==> src/bsw_pkg.sv <==
// shared constants and types for the burst sequence and wait configuration block
package bsw_pkg;

   // ----------------------------------------------------------------
   // widths
   // ----------------------------------------------------------------
   localparam int ADDR_W = 22;
   localparam int DATA_W = 16;
   localparam int CNT_W  = 6;

   // ----------------------------------------------------------------
   // register select and software sequence
   // ----------------------------------------------------------------
   localparam logic [1:0]        SEL_BUS_CONFIGURATION = 2'h2;
   localparam logic [DATA_W-1:0] SW_SEL_BUS_CONFIG     = 16'h0001;
   localparam logic [ADDR_W-1:0] SW_ACCESS_ADDR        = 22'h3FFFFF;
   localparam logic [1:0]        SW_STEP_SELECT        = 2'h2;
   localparam logic [1:0]        SW_STEP_DATA          = 2'h3;

   // ----------------------------------------------------------------
   // bus configuration register
   // ----------------------------------------------------------------
   localparam logic [DATA_W-1:0] BUS_CONFIGURATION_RESET = 16'h9D1F;

   typedef struct packed {
      logic       operating_mode;   // [15]
      logic       initial_latency;  // [14]
      logic [2:0] latency_code;     // [13:11]
      logic       wait_polarity;    // [10]
      logic       reserved_9;       // [9]
      logic       wait_config;      // [8]
      logic [1:0] reserved_7_6;     // [7:6]
      logic [1:0] drive_strength;   // [5:4]
      logic       burst_no_wrap;    // [3]
      logic [2:0] burst_length;     // [2:0]
   } bsw_bus_config_t;

   // burst length codes
   localparam logic [2:0] LEN_4          = 3'h1;
   localparam logic [2:0] LEN_8          = 3'h2;
   localparam logic [2:0] LEN_16         = 3'h3;
   localparam logic [2:0] LEN_32         = 3'h4;
   localparam logic [2:0] LEN_CONTINUOUS = 3'h7;

   // drive strength codes
   localparam logic [1:0] DRIVE_FULL     = 2'h0;
   localparam logic [1:0] DRIVE_HALF     = 2'h1;
   localparam logic [1:0] DRIVE_QUARTER  = 2'h2;
   localparam logic [1:0] DRIVE_RESERVED = 2'h3;

   // burst engine states
   typedef enum logic [1:0] {
      ST_IDLE  = 2'h0,
      ST_BURST = 2'h1,
      ST_DRAIN = 2'h3
   } bsw_state_t;

   // ----------------------------------------------------------------
   // register write request carrier
   // ----------------------------------------------------------------
   typedef struct packed {
      logic              select;   // register_select_input level
      logic [1:0]        addr_hi;  // address bits 19:18
      logic [DATA_W-1:0] data;
   } bsw_reg_req_t;

endpackage

==> src/bsw_burst_wait.sv <==
// burst address sequencer, wait handshake and bus configuration register
`timescale 1ns/1ps
// How it works
// - fixed bursts of 4, 8, 16 or 32 words come from bits 2:0 and apply to reads and writes.
// - continuous burst is the default and steps sequentially, rolling over to zero at the top.
// - bit 3 low wraps a fixed burst inside its aligned block, bit 3 high (default) steps on.
// - without wrap the address steps linearly across boundaries and rolls over at the top.
// - with wrap the low address bits advance modulo the burst length from the start word.
// - bits 5:4 give full, half (default) or quarter drive, and 11 is reserved.
// - with bit 8 low, data goes valid or invalid on the same edge as wait changes.
// - with bit 8 high (default), wait changes one clock ahead of data valid or invalid.
// - bit 10 sets the asserted level of wait, high by default.
// - the bus configuration register loads its default value at reset.
// - reserved bits are written as zero by the host and all sixteen bits read back as written.
// - the register is selected by the select input high with address bits 19:18 at 10.
module bsw_burst_wait
(
   // clock and reset
   input  wire logic                          MCLK,
   input  wire logic                          RST_N,
   // register access through the select input
   input  wire bsw_pkg::bsw_reg_req_t         REG_REQ,
   input  wire logic                          REG_WRITE,
   input  wire logic                          REG_READ,
   output logic [bsw_pkg::DATA_W-1:0]         REG_RDATA,
   // software access sequence, one pulse per async access
   input  wire logic                          SW_STEP,
   input  wire logic                          SW_IS_WRITE,
   input  wire logic [bsw_pkg::ADDR_W-1:0]    SW_ADDR,
   input  wire logic [bsw_pkg::DATA_W-1:0]    SW_DATA,
   // burst control
   input  wire logic                          BURST_START,
   input  wire logic [bsw_pkg::ADDR_W-1:0]    BURST_START_ADDR,
   input  wire logic                          BURST_STOP,
   input  wire logic                          ARRAY_READY,
   // burst outputs
   output logic [bsw_pkg::ADDR_W-1:0]         BURST_ADDR,
   output logic                               DATA_VALID,
   output logic                               BURST_ACTIVE,
   output logic                               WAIT,
   output logic                               WAIT_OE,
   output logic [1:0]                         DRIVE_STRENGTH
);

   // ----------------------------------------------------------------
   // functions
   // ----------------------------------------------------------------
   // mask of the address bits that wrap for a given length code
   function automatic logic [bsw_pkg::ADDR_W-1:0] len_mask(input logic [2:0] code);
      logic [bsw_pkg::ADDR_W-1:0] m;
      m = '0;
      case (code)
         bsw_pkg::LEN_4:  m = 22'h000003;
         bsw_pkg::LEN_8:  m = 22'h000007;
         bsw_pkg::LEN_16: m = 22'h00000F;
         bsw_pkg::LEN_32: m = 22'h00001F;
         default:         m = '0;
      endcase
      return m;
   endfunction

   // fixed length codes; reserved codes run as continuous
   function automatic logic is_fixed(input logic [2:0] code);
      return (code == bsw_pkg::LEN_4) || (code == bsw_pkg::LEN_8) ||
             (code == bsw_pkg::LEN_16) || (code == bsw_pkg::LEN_32);
   endfunction

   function automatic logic [bsw_pkg::ADDR_W-1:0] next_addr
   (
      input logic [bsw_pkg::ADDR_W-1:0] a,
      input logic                       wrap,
      input logic [bsw_pkg::ADDR_W-1:0] m
   );
      logic [bsw_pkg::ADDR_W-1:0] inc;
      inc = a + 22'h000001;
      if (wrap)
      begin
         return (a & ~m) | (inc & m);
      end
      return inc;
   endfunction

   // ----------------------------------------------------------------
   // bus configuration register
   // ----------------------------------------------------------------
   bsw_pkg::bsw_bus_config_t bus_configuration;
   bsw_pkg::bsw_state_t      state;
   logic [1:0]               sw_count;
   logic                     sw_bcr_selected;
   logic                     sel_hit;
   logic                     sw_hit;
   logic                     sw_ok;

   assign sel_hit = REG_REQ.select && (REG_REQ.addr_hi == bsw_pkg::SEL_BUS_CONFIGURATION);
   assign sw_ok   = SW_STEP && (SW_ADDR == bsw_pkg::SW_ACCESS_ADDR);
   assign sw_hit  = sw_ok && SW_IS_WRITE && (sw_count == bsw_pkg::SW_STEP_DATA)
                    && sw_bcr_selected;

   // software sequence: read, read, write select, write data
   always_ff @(posedge MCLK or negedge RST_N)
   begin
      if (!RST_N)
      begin
         sw_count        <= 2'h0;
         sw_bcr_selected <= 1'b0;
      end
      else if (SW_STEP)
      begin
         if (!sw_ok)
         begin
            sw_count <= 2'h0;
         end
         else
         begin
            sw_count <= sw_count + 2'h1;
            if (sw_count == bsw_pkg::SW_STEP_SELECT)
            begin
               sw_bcr_selected <= SW_IS_WRITE && (SW_DATA == bsw_pkg::SW_SEL_BUS_CONFIG);
            end
         end
      end
   end

   // writes taken only while no burst runs, as the register changes in standby
   always_ff @(posedge MCLK or negedge RST_N)
   begin
      if (!RST_N)
      begin
         bus_configuration <= bsw_pkg::BUS_CONFIGURATION_RESET;
      end
      else if (state == bsw_pkg::ST_IDLE)
      begin
         if (REG_WRITE && sel_hit)
         begin
            bus_configuration <= REG_REQ.data;
         end
         else if (sw_hit)
         begin
            bus_configuration <= SW_DATA;
         end
      end
   end

   // read data held in a flop; all sixteen bits come back as written
   always_ff @(posedge MCLK or negedge RST_N)
   begin
      if (!RST_N)
      begin
         REG_RDATA <= '0;
      end
      else if (REG_READ && sel_hit)
      begin
         REG_RDATA <= bus_configuration;
      end
   end

   always_ff @(posedge MCLK or negedge RST_N)
   begin
      if (!RST_N)
      begin
         DRIVE_STRENGTH <= bsw_pkg::DRIVE_HALF;
      end
      else if (bus_configuration.drive_strength != bsw_pkg::DRIVE_RESERVED)
      begin
         DRIVE_STRENGTH <= bus_configuration.drive_strength;
      end
   end

   // ----------------------------------------------------------------
   // burst engine
   // ----------------------------------------------------------------
   logic [bsw_pkg::ADDR_W-1:0] cur_addr;
   logic [bsw_pkg::ADDR_W-1:0] addr_stage;
   logic [bsw_pkg::ADDR_W-1:0] mask;
   logic [bsw_pkg::CNT_W-1:0]  word_count;
   logic                       wrap;
   logic                       fixed;
   logic                       beat;
   logic                       last_beat;
   logic                       valid_stage;

   assign mask      = len_mask(bus_configuration.burst_length);
   assign fixed     = is_fixed(bus_configuration.burst_length);
   assign wrap      = fixed && !bus_configuration.burst_no_wrap;
   assign beat      = (state == bsw_pkg::ST_BURST) && ARRAY_READY && !BURST_STOP;
   assign last_beat = beat && fixed && (word_count == mask[bsw_pkg::CNT_W-1:0]);

   // drain lets the two pipeline stages empty before the wait pin is released
   always_ff @(posedge MCLK or negedge RST_N)
   begin
      if (!RST_N)
      begin
         state <= bsw_pkg::ST_IDLE;
      end
      else
      begin
         case (state)
            bsw_pkg::ST_IDLE:
            begin
               if (BURST_START)
               begin
                  state <= bsw_pkg::ST_BURST;
               end
            end
            bsw_pkg::ST_BURST:
            begin
               if (BURST_STOP || last_beat)
               begin
                  state <= bsw_pkg::ST_DRAIN;
               end
            end
            bsw_pkg::ST_DRAIN:
            begin
               if (!valid_stage && !DATA_VALID)
               begin
                  state <= bsw_pkg::ST_IDLE;
               end
            end
            default:
            begin
               state <= bsw_pkg::ST_IDLE;
            end
         endcase
      end
   end

   always_ff @(posedge MCLK or negedge RST_N)
   begin
      if (!RST_N)
      begin
         cur_addr   <= '0;
         word_count <= '0;
      end
      else if (state == bsw_pkg::ST_IDLE && BURST_START)
      begin
         cur_addr   <= BURST_START_ADDR;
         word_count <= '0;
      end
      else if (beat)
      begin
         cur_addr   <= next_addr(cur_addr, wrap, mask);
         word_count <= word_count + 6'h01;
      end
   end

   // two stages: stage one feeds the late wait, stage two is the data beat
   always_ff @(posedge MCLK or negedge RST_N)
   begin
      if (!RST_N)
      begin
         valid_stage <= 1'b0;
         addr_stage  <= '0;
         DATA_VALID  <= 1'b0;
         BURST_ADDR  <= '0;
      end
      else
      begin
         valid_stage <= beat;
         addr_stage  <= cur_addr;
         DATA_VALID  <= valid_stage;
         BURST_ADDR  <= addr_stage;
      end
   end

   // ----------------------------------------------------------------
   // wait pin
   // ----------------------------------------------------------------
   logic next_wait_asserted;
   logic next_oe;

   assign next_oe = (state != bsw_pkg::ST_IDLE) && !(state == bsw_pkg::ST_DRAIN
                    && !valid_stage && !DATA_VALID);

   // early mode follows the beat itself, late mode the first stage
   assign next_wait_asserted = bus_configuration.wait_config ? !beat
                                                             : !valid_stage;

   // host paces transfers on this level, so it is held in a flop
   always_ff @(posedge MCLK or negedge RST_N)
   begin
      if (!RST_N)
      begin
         WAIT    <= 1'b0;
         WAIT_OE <= 1'b0;
      end
      else
      begin
         WAIT    <= bus_configuration.wait_polarity ? next_wait_asserted
                                                   : !next_wait_asserted;
         WAIT_OE <= next_oe;
      end
   end

   assign BURST_ACTIVE = (state != bsw_pkg::ST_IDLE);

endmodule

==> config.mk <==
export PLATFORM = sky130hd
export DESIGN_NAME = bsw_burst_wait
export DESIGN_NICKNAME = d
export VERILOG_FILES = /design/src/bsw_pkg.sv /design/src/bsw_burst_wait.sv
export SDC_FILE = /design/constraint.sdc
export NUM_CORES = 1
export LEC_CHECK = 0
export BUFFER_PORTS_ARGS = -buffer_cell sky130_fd_sc_hd__buf_2
export CAP_MARGIN = 25
export CORE_ASPECT_RATIO = 1.75
export CORE_MARGIN = 2
export CORE_UTILIZATION = 52
export CTS_CLUSTER_DIAMETER = 50
export DETAILED_ROUTE_END_ITERATION = 7
export PLACE_DENSITY = 0.84
export SETUP_SLACK_MARGIN = 0.4
export SLEW_MARGIN = 20
export SYNTH_ARGS = -nofsm -noshare
export SYNTH_HDL_FRONTEND = slang
export SYNTH_SLANG_ARGS = --single-unit
==> constraint.sdc <==
create_clock -name MCLK -period 2 [get_ports MCLK]
set_input_delay 0.1 -clock MCLK [delete_from_list [all_inputs] [get_ports MCLK]]
set_output_delay 0.1 -clock MCLK [all_outputs]
set_load 0.005 [all_outputs]
# ---- Yosys cells after proc, flatten, opt, wreduce, memory -nomap -nowiden
# Cells that the tools add are included.
dict set report word_totals {
  register_bits 115
  in_bits 88
  out_inout_bits 44
  word_cells 101
}
dict set report op_classes {
  addsub 3
  n_eq_ne 16
  n_mux 19
  n_bitwise 4
  n_reduce_logical 36
}
# cell count
set ops {}
lappend ops {{$mux 22} 4}
lappend ops {{$and 22x22->22} 2}
lappend ops {{$mux 16} 2}
lappend ops {{$add 22x1->22 const B} 1}
lappend ops {{$eq 22x22->1 const B} 1}
lappend ops {{$not 22->22} 1}
lappend ops {{$or 22x22->22} 1}
lappend ops {{$pmux 5 s4} 1}
lappend ops {{$logic_and 1x1->1} 18}
lappend ops {{$eq 16x1->1 const B} 1}
lappend ops {{$mux 6} 2}
lappend ops {{$eq 2x2->1 const B} 4}
lappend ops {{$mux 2} 4}
lappend ops {{$logic_not 1->1} 7}
lappend ops {{$add 6x1->6 const B} 1}
lappend ops {{$eq 3x2->1 const B} 2}
lappend ops {{$eq 6x6->1} 1}
lappend ops {{$ne 2x2->1 const B} 3}
lappend ops {{$pmux 2 s3} 1}
lappend ops {{$reduce_and 3->1} 2}
lappend ops {{$reduce_bool 2->1} 3}
lappend ops {{$mux 1} 5}
lappend ops {{$logic_or 1x1->1} 4}
lappend ops {{$eq 3x1->1 const B} 1}
lappend ops {{6 further kinds} 6}

# ---- Depth between registers and ports, before layout
# Gate-level depths: netlist of the first run.
dict set report logic_depth {
  word_depth 11
  depth_mapped 7
  depth_no_buf 6
}

# ---- Worst setup path before layout of the first run
# No wires, ideal clock.
dict set report synth_timing {
  path_type {register to register}
  from {register bus_configuration[2] in the netlist's numbering}
  to {register cur_addr[20] in the netlist's numbering}
  setup_ps 135
  arrival_time_ps 1646
  t_required_ps 1865
  path_slack_ps 220
  stages_incl_launch_ff 8
  n_path_buf 2
  synth_period_minus_slack_ps 1780
  cell_sequence {dfstp_2 > buf_4 > nor2_1 > a2111oi_4 > buf_6 > nand4_1 > xnor2_1 > o21ai_0}
}
dict set report synth_via {
  elab_chain_cells 11
  word_cells_on_any_way 14
  cone_classes {4 x eq/ne; 6 x mux; 4 x reduce/logical}
}
# element line
set synth_rtl {}
lappend synth_rtl {{from (decl)} bsw_burst_wait.sv:86} ;# bsw_pkg::bsw_bus_config_t bus_configuration;
lappend synth_rtl {{from (signal assigned)} bsw_burst_wait.sv:129} ;# bus_configuration <= bsw_pkg::BUS_CONFIGURATION_RESET;
lappend synth_rtl {{from (signal assigned)} bsw_burst_wait.sv:135} ;# bus_configuration <= REG_REQ.data;
lappend synth_rtl {{$eq 3x1->1 or $eq 3x2->1 (tied branches)} bsw_burst_wait.sv:64} ;# return (code == bsw_pkg::LEN_4) || (code == bsw_pkg::LEN_8) ||
lappend synth_rtl {{$logic_or 1x1->1 (2 in a row)} bsw_burst_wait.sv:64}
lappend synth_rtl {{$logic_or 1x1->1 (*)} bsw_burst_wait.sv:65} ;# (code == bsw_pkg::LEN_16) || (code == bsw_pkg::LEN_32);
lappend synth_rtl {{$logic_and 1x1->1 (*)} bsw_burst_wait.sv:184} ;# assign wrap = fixed && !bus_configuration.burst_no_wrap;
lappend synth_rtl {{$mux 1 (*)} bsw_burst_wait.sv:76} ;# if (wrap)
lappend synth_rtl {{$mux 1 (*)} bsw_burst_wait.sv:239} ;# else if (beat)
lappend synth_rtl {{$mux 1 (*)} bsw_burst_wait.sv:234} ;# else if (state == bsw_pkg::ST_IDLE && BURST_START)
lappend synth_rtl {{$mux 22 (*)} bsw_burst_wait.sv:80} ;# return inc;
lappend synth_rtl {{$mux 22 (*)} bsw_burst_wait.sv:239}
lappend synth_rtl {{$mux 22 (*)} bsw_burst_wait.sv:234}
lappend synth_rtl {{to (signal assigned)} bsw_burst_wait.sv:241} ;# cur_addr <= next_addr(cur_addr, wrap, mask);
lappend synth_rtl {{to (decl)} bsw_burst_wait.sv:172} ;# logic [bsw_pkg::ADDR_W-1:0] cur_addr;
# Mark *: on every way between the ends. The rest lies on a longest branch, timed or not. The select of a mux whose other input is x is not followed.
# A chain may end at the register's enable or synchronous reset.

# ---- Worst setup path in the final report of the first run
dict set report layout_timing {
  from {register bus_configuration[0] in the netlist's numbering}
  to {register cur_addr[13] in the netlist's numbering}
}
# Same word-level chain as after synthesis.

==> flow_summary_export.csv, run 1 <==
group,metric,value,unit
worst_setup_path,arrival,2.19,ns
placement,place_ws,0.176,ns
synth,synth_nets,463,
finish,final_nets,659,
drt,vias,3710,
job,cap_violations,0,
clocking,htreeDepth,4,
power_and_ir_drop,pwr-share-comb,26.1,%
finish,final_cell_count_no_fill,699,
worst_setup_path,critPathRequiredTime,2.33,ns
grt,grt-ovfl-total,0,
finish,diodes,0,
floorplan,initial_utilization,52.8,%
drt,drc,0,
drt,routedWlPerCell,17.7,um
floorplan,fp-row-count,46,
floorplan,die_w,76.2,um
synth,syn_area_per_cell,12.8,um^2
grt,grt_pass1_vias,3942,
worst_setup_path,cp_cell_sequence,"or2_4 > a2111oi_4 > buf_4 > buf_6 > nand3_2 > xor2_1 > o21ai_1",
clocking,cts-buffers-inserted,17,
synth,synth_top_area_cell,"dfrtp_1",
worst_setup_path,crit_type,"reg -> reg",
sta,skew,0.0102,ns
synth,syn_inst,371,
synth,ys_ff_latch,115,
floorplan,dieArea,9930,um^2
drt,drtIter0Drc,185,
sta,hold_violations,0,
finish,final_util,76.4,%
grt,grt_max_degree,43,
placement,placed_cells,622,
drt,antenna_left,0,
synth,ys_types,45,
hold_path,hold_class,"in -> reg",
sta,max_slew_margin,66.8,%
grt,top_usage_layer,"met2",
synth,synth_area,4740,um^2
worst_setup_path,worstSetupEndpointType,"flip-flop",
worst_setup_path,cp_slowest_cell,"dfstp_2",
floorplan,pin_count,132,
clocking,cts_buffer_depth,2,
clocking,root_buffer,"clkbuf_16",
grt,use_met2,46.4,%
drt,routed_via_density,5.31,
grt,grt_antenna_before_repair,0,
worst_setup_path,start_kind,"flip-flop",
power_and_ir_drop,fin_total_pwr,9.67,mW
sta,holdWs,0.0215,ns
synth,synth.top_cells.by_count,"dfrtp_1, mux2_2, nand2_1",
power_and_ir_drop,seqPwrFrac,42.6,%
sta,fin_crit_sh,93.1,%
grt,grt.total_usage,24.6,%
power_and_ir_drop,irDropWorstVdd,891,uV
synth,synth_top_area_share,54.9,%
worst_setup_path,ff2ff_path_depth,7,
power_and_ir_drop,clockPowerShare,31.4,%
power_and_ir_drop,cellLeakagePower,3.20,nW
sta,max_freq,537,MHz
clocking,cts_tree,"done",
power_and_ir_drop,intPower,6.76,mW
synth,synthTopCellsByArea,"dfrtp_1, mux2_2, dfstp_2, xor2_1, nand2_1",
finish,final_area,6860,um^2
synth,synth_ff_type,"dfrtp_1",
synth,synth_seq_area_share,61.0,%
clocking,clock_latency,0.41,ns
sta,rsz0062_at_grt,"yes",
drt,first_pass_iters,4,
floorplan,fp.dieH,130,um
placement,finalWeightedCongestion,0.854,
power_and_ir_drop,power.density,1410,nW/um^2
drt,routed_wl,12.4,mm
worst_setup_path,setup.worst_path.start,"bus_configuration[0]",
hold_path,hold_path_depth,3,
synth,synth_edf_count,0,
synth,synthMostInstantiatedCell,"dfrtp_1",
status,outcome,"finished, final reports clean",
floorplan,core_area,8980,um^2
sta,setup_tns,0,ns
hold_path,worstHoldStart,"BURST_START",
worst_setup_path,crit_fanout,6,
power_and_ir_drop,p_switching,2.91,mW
sta,maxSlewViolCount,0,
synth,async_flop_share,100,%
finish,drive_gt1_share,49.6,%
synth,ys_warn_count,0,
finish,area_delta_synth_final,44.6,%
worst_setup_path,crit_path_max_incr_delay,0.42,ns
placement,io_buffers,131,
sta,fin_ws,0.138,ns
placement,hpwlAfterDp,7.42,mm
sta,period_needed,1.86,ns
grt,met3_usage,6.92,%
power_and_ir_drop,swShare,30.1,%
worst_setup_path,r2r_start,"bus_configuration[0]",
clocking,cts.clk_slew.worst_paths,0.06,ns
sta,worst_slew_pin_slew,0.498,ns
grt,grt_pass1_wl,18.7,mm
placement,placed_area,5580,um^2
grt,met1_usage,24.9,%
clocking,cts.sink_count,115,
finish,fill_cells,540,
sta,setup_viol,0,
==> worst paths after layout <==
path	to	slack (ns)
worst max-delay path	cur_addr[13]	0.14
worst min-delay path	state[0]	0.02
worst max register to register	cur_addr[13]	0.14
worst min register to register	BURST_ADDR[15]	0.34
max in group asynchronous	BURST_ADDR[21]	1.14
min in group asynchronous	REG_RDATA[14]	0.21
==> per-layer routing <==
layer | vias to the layer above | share of wire (%)
li1 | 1704 | -
met1 | 1819 | 35
met2 | 146 | 57
met3 | 41 | 5.1
met4 | 0 | 3.7
met5 | - | 0
==> state kept, by name (all words and copies together) (netlist names), named ones only <==
signal	flops
REG_RDATA	16
WAIT_OE	1
valid_stage	1
state	2
DATA_VALID	1
BURST_ADDR	22
cur_addr	18
DRIVE_STRENGTH	2
addr_stage	22
bus_configuration	16
sw_bcr_selected	1
sw_count	2
WAIT	1
word_count	6
==> cells by family (layout without fill, tap and decap cells) <==
| logic type | after synthesis | after routing | share of synthesized area (%) |
|---|---|---|---|
| buffers and inverters | 23 | 231 | 2.61 |
| XOR/XNOR | 26 | 26 | 4.80 |
| AND/OR/NAND/NOR | 112 | 112 | 12.9 |
| multiplexers | 50 | 50 | 11.9 |
| flip-flops | 115 | 115 | 61.0 |
| adder cells (fa/ha/maj) | 4 | 4 | 1.06 |
| AO/OA/AOI/OAI | 41 | 41 | 5.83 |
==> cell type report <==
type                    count  area, um^2  share of cell area, %
clock buffers              19         443                   6.46
inverters                   9        41.3                  0.602
multi-input cells         233        1920                   28.0
well taps                 120         150                   2.19
flip-flops and latches    115        2890                   42.2
repair buffers            191        1250                   18.2
clock inverters            12         159                   2.32
==> worst max-delay path, delay by kind of cell, from the launching register on <==
kind            cells  cell delay, ns
xor+xnor            1            0.15
compound gates      2            0.56
flops               1            0.42
buf+inv             2            0.31
simple gates        2            0.35
==> layout by cell type, fill, tap and decap left out, types with 6 or more instances in the layout <==
cell	Yosys	layout
nand3_2	0	6
mux2_4	0	14
dlygate4sd3_1	0	24
nand4_1	18	18
inv_1	8	8
o21ai_1	7	19
nor2_1	24	21
xor2_1	21	21
buf_2	1	130
buf_6	3	10
nand3_1	13	6
dfstp_2	11	11
mux2_2	49	35
buf_4	1	24
nand2_1	31	28
dfrtp_1	104	102
clkbuf_16	0	18
==> repair_timing <==
action                                  in CTS  in global routing
endpoints found under the setup margin      39                 39
buffers inserted                            13                  7
cloned                                       1                  1
hold endpoints to repair                    57                  0
gates resized for setup                     39                 29
pin swaps                                   21                 18
hold buffers                                24                  0
==> power groups by stage <==
| stage | Sequential [mW] | Combinational (mW) | Clock [mW] |
|---|---|---|---|
| finish | 4.12 | 2.52 | 3.03 |
| global route | 4.22 | 2.74 | 3.19 |
| CTS | 4.09 | 2.23 | 3.06 |
| detailed placement | 4.12 | 1.82 | 0 |
| global placement | 4.07 | 1.74 | 0 |
| floorplan | 3.92 | 1.12 | 0 |
No activity file was read; power rests on OpenSTA's default activity.
==> run 2, diff against run 1 <==
--- a/config.mk
+++ b/config.mk
@@ -5,13 +5,14 @@
 export SDC_FILE = /design/constraint.sdc
 export NUM_CORES = 1
 export LEC_CHECK = 0
-export BUFFER_PORTS_ARGS = -buffer_cell sky130_fd_sc_hd__buf_2
+export BUFFER_PORTS_ARGS = -buffer_cell sky130_fd_sc_hd__clkbuf_2
 export CAP_MARGIN = 25
 export CORE_ASPECT_RATIO = 1.75
 export CORE_MARGIN = 2
 export CORE_UTILIZATION = 52
 export CTS_CLUSTER_DIAMETER = 50
 export DETAILED_ROUTE_END_ITERATION = 7
+export MAX_ROUTING_LAYER = met4
 export PLACE_DENSITY = 0.84
 export SETUP_SLACK_MARGIN = 0.4
 export SLEW_MARGIN = 20
==> run 2 against run 1 <==
Die area unchanged. Clock power is 8.6% higher. Clock skew is 0.012 ns higher. Non-clock buffer count rose by 1. Maximum frequency is 0.86% lower. Largest power group unchanged. Highest routed layer unchanged.
==> flow_summary_export.csv, run 2 (synthesis gave the netlist of run 1 again) <==
group,metric,value,unit
finish,final_util,76.7,%
power_and_ir_drop,fin_total_pwr,9.93,mW
floorplan,dieArea,9930,um^2
sta,skew,0.0226,ns
sta,holdWs,0.0497,ns
power_and_ir_drop,power.density,1440,nW/um^2
sta,setup_viol,0,
clocking,root_buffer,"clkbuf_16",
clocking,cts.clk_slew.worst_paths,0.06,ns
floorplan,fp.dieH,130,um
drt,drc,0,
placement,finalWeightedCongestion,0.831,
placement,hpwlAfterDp,7.67,mm
grt,grt.total_usage,26.4,%
finish,diodes,0,
sta,rsz0062_at_grt,"yes",
drt,routedWlPerCell,18.5,um
placement,placed_area,5590,um^2
power_and_ir_drop,swShare,29.4,%
floorplan,fp-row-count,46,
worst_setup_path,crit_path_max_incr_delay,0.40,ns
drt,first_pass_iters,7,
grt,grt_pass1_wl,19.3,mm
worst_setup_path,critPathRequiredTime,2.33,ns
power_and_ir_drop,p_switching,2.92,mW
grt,grt-ovfl-total,0,
power_and_ir_drop,clockPowerShare,33.1,%
floorplan,core_area,8980,um^2
grt,grt_antenna_before_repair,0,
clocking,cts_buffer_depth,2,
drt,drtIter0Drc,273,
placement,placed_cells,623,
clocking,cts_tree,"done",
grt,grt_pass1_vias,4132,
worst_setup_path,crit_fanout,5,
drt,routed_via_density,5.43,
worst_setup_path,path_buf_inv,2,
placement,place_ws,0.0356,ns
finish,most-common-layout-cells,"clkbuf_2, dfrtp_1, mux2_2, nand2_1, dlygate4sd3_1",
sta,hold_violations,0,
sta,setup_tns,0,ns
sta,worst_slew_pin_slew,0.442,ns
sta,max_freq,532,MHz
drt,vias,3804,
hold_path,hold_class,"in -> reg",
clocking,clock_latency,0.42,ns
grt,grt_max_degree,47,
finish,fill_cells,551,
worst_setup_path,worstSetupEndpointType,"flip-flop",
sta,maxSlewViolCount,0,
drt,antenna_left,0,
finish,area_delta_synth_final,45.2,%
finish,final_cell_count_no_fill,700,
placement,io_buffers,131,
worst_setup_path,crit_type,"reg -> reg",
sta,period_needed,1.88,ns
floorplan,initial_utilization,52.8,%
job,cap_violations,0,
power_and_ir_drop,seqPwrFrac,41.6,%
status,outcome,"finished, final reports clean",
worst_setup_path,path_delay_family,"compound AO/OA/AOI/OAI gates",
worst_setup_path,cp_slowest_cell,"dfstp_2",
clocking,htreeDepth,4,
worst_setup_path,cp_cell_sequence,"or2_4 > a2111oi_4 > buf_4 > buf_6 > nand3_2 > xor2_1 > o21ai_1",
power_and_ir_drop,cellLeakagePower,3.25,nW
finish,drive_gt1_share,49.0,%
finish,top_regs,"BURST_ADDR: 22 flops, addr_stage: 22 flops, cur_addr: 18 flops",
sta,max_slew_margin,70.1,%
floorplan,pin_count,132,
worst_setup_path,arrival,2.21,ns
sta,fin_ws,0.122,ns
clocking,cts-buffers-inserted,17,
finish,final_nets,660,
finish,final_area,6890,um^2
power_and_ir_drop,irDropWorstVdd,868,uV
power_and_ir_drop,intPower,7.01,mW
worst_setup_path,start_kind,"flip-flop",
drt,routed_wl,13.0,mm
power_and_ir_drop,pwr-share-comb,25.3,%
clocking,cts.sink_count,115,
finish,final_common_cell,"clkbuf_2",
floorplan,die_w,76.2,um
sta,fin_crit_sh,93.9,%
## run 2: changes by cell type in the layout (fill, tap and decap cells not counted), sizes merged
cell	previous run	this run
clkinvlp	2	1
clkbuf	20	151
bufinv	3	5
clkinv	7	5
buf	166	35
dlygate4sd3	24	26
## run 2: final timing paths
path	start	end	slack, ns	cells after the start
min in group asynchronous	RST_N	REG_RDATA[6]	0.18	2
max in group asynchronous	RST_N	word_count[2]	1.18	3
min reg2reg	addr_stage[13]	BURST_ADDR[13]	0.34	0
min	REG_REQ[12]	bus_configuration[12]	0.05	3
max reg2reg	bus_configuration[0]	cur_addr[10]	0.12	7
max	bus_configuration[0]	cur_addr[10]	0.12	7
## run 2: final cells by class
cell class | count | area, um^2 | share of cell area, %
timing repair buffer | 192 | 1260 | 18.3
tap | 120 | 150 | 2.18
multi-input combinational | 233 | 1900 | 27.7
clock buffer | 20 | 457 | 6.63
inverter | 9 | 41.3 | 0.600
clock inverter | 11 | 183 | 2.65
sequential | 115 | 2890 | 42.0
## run 2: worst reg2reg max path: cells and delay by family (launching register included)
| family | cells | cell delay (ns) |
|---|---|---|
| xor gates and xnor gates | 1 | 0.16 |
| DFF | 1 | 0.40 |
| buffers and inverters | 2 | 0.30 |
| AOI/OAI and AO/OA | 2 | 0.57 |
| and+or+nand+nor | 2 | 0.35 |
## run 2: power by group through the flow
stage / registers [mW] / clock network (mW) / logic (mW)
4_1_cts: 4.10 / 3.31 / 2.25
3_3_place_gp: 4.07 / 0 / 1.77
6_report: 4.13 / 3.29 / 2.51
2_1_floorplan: 3.92 / 0 / 1.12
5_1_grt: 4.23 / 3.42 / 2.72
3_5_place_dp: 4.11 / 0 / 1.85
## run 2: what timing repair did
| item | 4_1_cts | 5_1_grt |
|---|---|---|
| setup buffers | 12 | 6 |
| gates cloned | 1 | 1 |
| gates resized for setup | 30 | 33 |
| endpoints found under the setup margin | 40 | 39 |
| pin swaps | 12 | 14 |
| endpoints found under the hold margin | 56 | 0 |
| hold buffers | 26 | 0 |
## run 2: layer usage
metal / GRT usage [%] / vias to the layer above / wire [um]
met3: 5.74 / 43 / 659
li1: - / 1707 / -
met1: 24.6 / 1872 / 4400
met4: 18.0 / 0 / 494
met5: - / - / 0
met2: 48.1 / 182 / 7410
==> run 3, diff against run 2 <==
==> constraint.sdc (replaced) <==
create_clock -name MCLK -period 2 [get_ports MCLK]
set_input_delay 0.2 -clock MCLK [delete_from_list [all_inputs] [get_ports MCLK]]
set_output_delay 0.2 -clock MCLK [all_outputs]
set_load 0.005 [all_outputs]
==> run 3 against run 2 <==
Critical path type unchanged. Design area fell by 2.5%. Sequential share of layout area is 1.1 points higher. Maximum frequency rose by 3.7%. Non-clock buffer count down 22. Clock skew is 0.016 ns lower. Hold slack worse by 0.043 ns. Core utilization down 1.9 points. Worst setup slack better by 0.067 ns. Via count shrank 3.3%. Die area did not move. Register-to-register slack better by 0.07 ns.
==> flow_summary_export.csv, run 3 (synthesis gave the netlist of run 1 again) <==
group,metric,value,unit
finish,final_nets,638,
grt,grt-ovfl-total,0,
drt,routed_via_density,5.42,
worst_setup_path,crit_fanout,7,
finish,fill_cells,552,
finish,most-common-layout-cells,"clkbuf_2, dfrtp_1, mux2_2, nand2_1, nor2_1",
clocking,cts-buffers-inserted,17,
sta,maxSlewViolCount,0,
worst_setup_path,start_kind,"flip-flop",
finish,top_regs,"BURST_ADDR: 22 flops, addr_stage: 22 flops, cur_addr: 18 flops",
floorplan,fp.dieH,130,um
drt,routedWlPerCell,18.6,um
clocking,clock_latency,0.41,ns
sta,skew,0.00636,ns
placement,finalWeightedCongestion,0.841,
clocking,htreeDepth,4,
finish,area_delta_synth_final,41.6,%
power_and_ir_drop,irDropWorstVdd,830,uV
placement,place_ws,0.157,ns
sta,fin_ws,0.189,ns
drt,antenna_left,0,
clocking,root_buffer,"clkbuf_16",
placement,hpwlAfterDp,7.80,mm
drt,dr.max_layer_used,"met4",
sta,rsz0062_at_grt,"yes",
hold_path,hold_class,"in -> reg",
worst_setup_path,path_buf_inv,2,
placement,placed_cells,622,
finish,final_common_cell,"clkbuf_2",
worst_setup_path,critPathRequiredTime,2.34,ns
worst_setup_path,path_delay_family,"compound AO/OA/AOI/OAI gates",
finish,final_cell_count_no_fill,678,
drt,vias,3678,
sta,period_needed,1.81,ns
worst_setup_path,crit_type,"reg -> reg",
clocking,cts_tree,"done",
worst_setup_path,cp_cell_sequence,"buf_4 > nand4bb_4 > a2111oi_4 > buf_6 > nand4_1 > xor2_1 > o21ai_1",
drt,drtIter0Drc,259,
drt,met3_length,598,um
sta,setup_viol,0,
worst_setup_path,arrival,2.15,ns
grt,grt_pass1_vias,3953,
drt,first_pass_iters,4,
floorplan,pin_count,132,
status,outcome,"finished, final reports clean",
finish,diodes,0,
sta,hold_violations,0,
sta,fin_crit_sh,90.6,%
clocking,cts.sink_count,115,
floorplan,initial_utilization,52.8,%
drt,drt-met1-wl,4.23,mm
job,cap_violations,0,
clocking,cts_buffer_depth,2,
sta,setup_tns,0,ns
floorplan,fp-row-count,46,
floorplan,dieArea,9930,um^2
finish,drive_gt1_share,50.4,%
sta,max_freq,552,MHz
power_and_ir_drop,power.density,1490,nW/um^2
grt,grt.total_usage,27.5,%
clocking,cts.clk_slew.worst_paths,0.05,ns
drt,route.met2.wl,7.28,mm
floorplan,die_w,76.2,um
worst_setup_path,crit_path_max_incr_delay,0.45,ns
grt,grt_antenna_before_repair,0,
worst_setup_path,cp_slowest_cell,"a2111oi_4",
power_and_ir_drop,cellLeakagePower,3.17,nW
drt,routed_wl,12.6,mm
grt,grt_pass1_wl,19.8,mm
sta,max_slew_margin,66.8,%
sta,worst_slew_pin_slew,0.499,ns
placement,io_buffers,131,
grt,grt_max_degree,48,
floorplan,core_area,8980,um^2
drt,drc,0,
worst_setup_path,worstSetupEndpointType,"flip-flop",
## run 3: changes by cell type in the layout (fill, tap and decap cells not counted), sizes merged
cell / before / now
clkinv: 5 / 6
clkinvlp: 1 / 0
bufinv: 5 / 6
buf: 35 / 31
clkbuf: 151 / 149
dlygate4sd3: 26 / 9
## run 3: cell type report
type | instances | area [um^2] | area share [%]
multi-input combinational | 233 | 1920 | 28.6
clock buffer | 19 | 443 | 6.60
inverter | 9 | 38.8 | 0.578
timing repair buffer | 170 | 1050 | 15.7
tap | 120 | 150 | 2.24
clock inverter | 12 | 210 | 3.13
sequential | 115 | 2900 | 43.1
## run 3: final timing paths
kind / from / cells past startpoint / slack (ns) / endpoint
min in group asynchronous: RST_N / 2 / 0.31 / WAIT
worst min-delay path: BURST_START_ADDR[10] / 3 / 0.007 / cur_addr[10]
worst min register to register: addr_stage[3] / 0 / 0.35 / BURST_ADDR[3]
worst max register to register: state[0] / 7 / 0.19 / cur_addr[21]
max in group asynchronous: RST_N / 3 / 1.01 / DRIVE_STRENGTH[0]
worst max-delay path: state[0] / 7 / 0.19 / cur_addr[21]
## run 3: through the flow
step                power (mW)  cell area [um^2]  hold slack [ns]  util [%]
CTS                       9.84              6630          0.00186      73.8
finish                    9.98              6710          0.00696      74.8
floorplan                 5.05              4760          -0.0956         -
detailed placement        5.98              5620            0.199      62.5
global route              10.4              6710          0.00930      74.8
global placement          5.85              5620            0.186      62.5
## run 3: routing by layer
metal | vias to the layer above | global-route usage, %
met1 | 1799 | 25.8
met5 | - | -
met3 | 45 | 6.64
met2 | 175 | 51.1
li1 | 1659 | -
met4 | 0 | 15.9
## run 3: where the power goes
part           total [mW]  leakage (nW)  switching, mW  internal, mW
registers            4.14          1.41          0.745          3.40
clock network        3.38         0.326           1.03          2.35
logic                2.46          1.43           1.13          1.33
## run 3: repair_timing
item | in CTS | in global routing
resized for setup | 35 | 19
cloned | 2 | 0
setup endpoints to repair | 41 | 38
setup buffers | 12 | 2
pin swaps | 11 | 10
endpoints found under the hold margin | 35 | 0
hold buffers | 9 | 0
## run 3: worst min-delay path, cell delays in order
cell,delay [ns]
clkbuf_2,0.08
nand2_1,0.04
o21ai_1,0.05
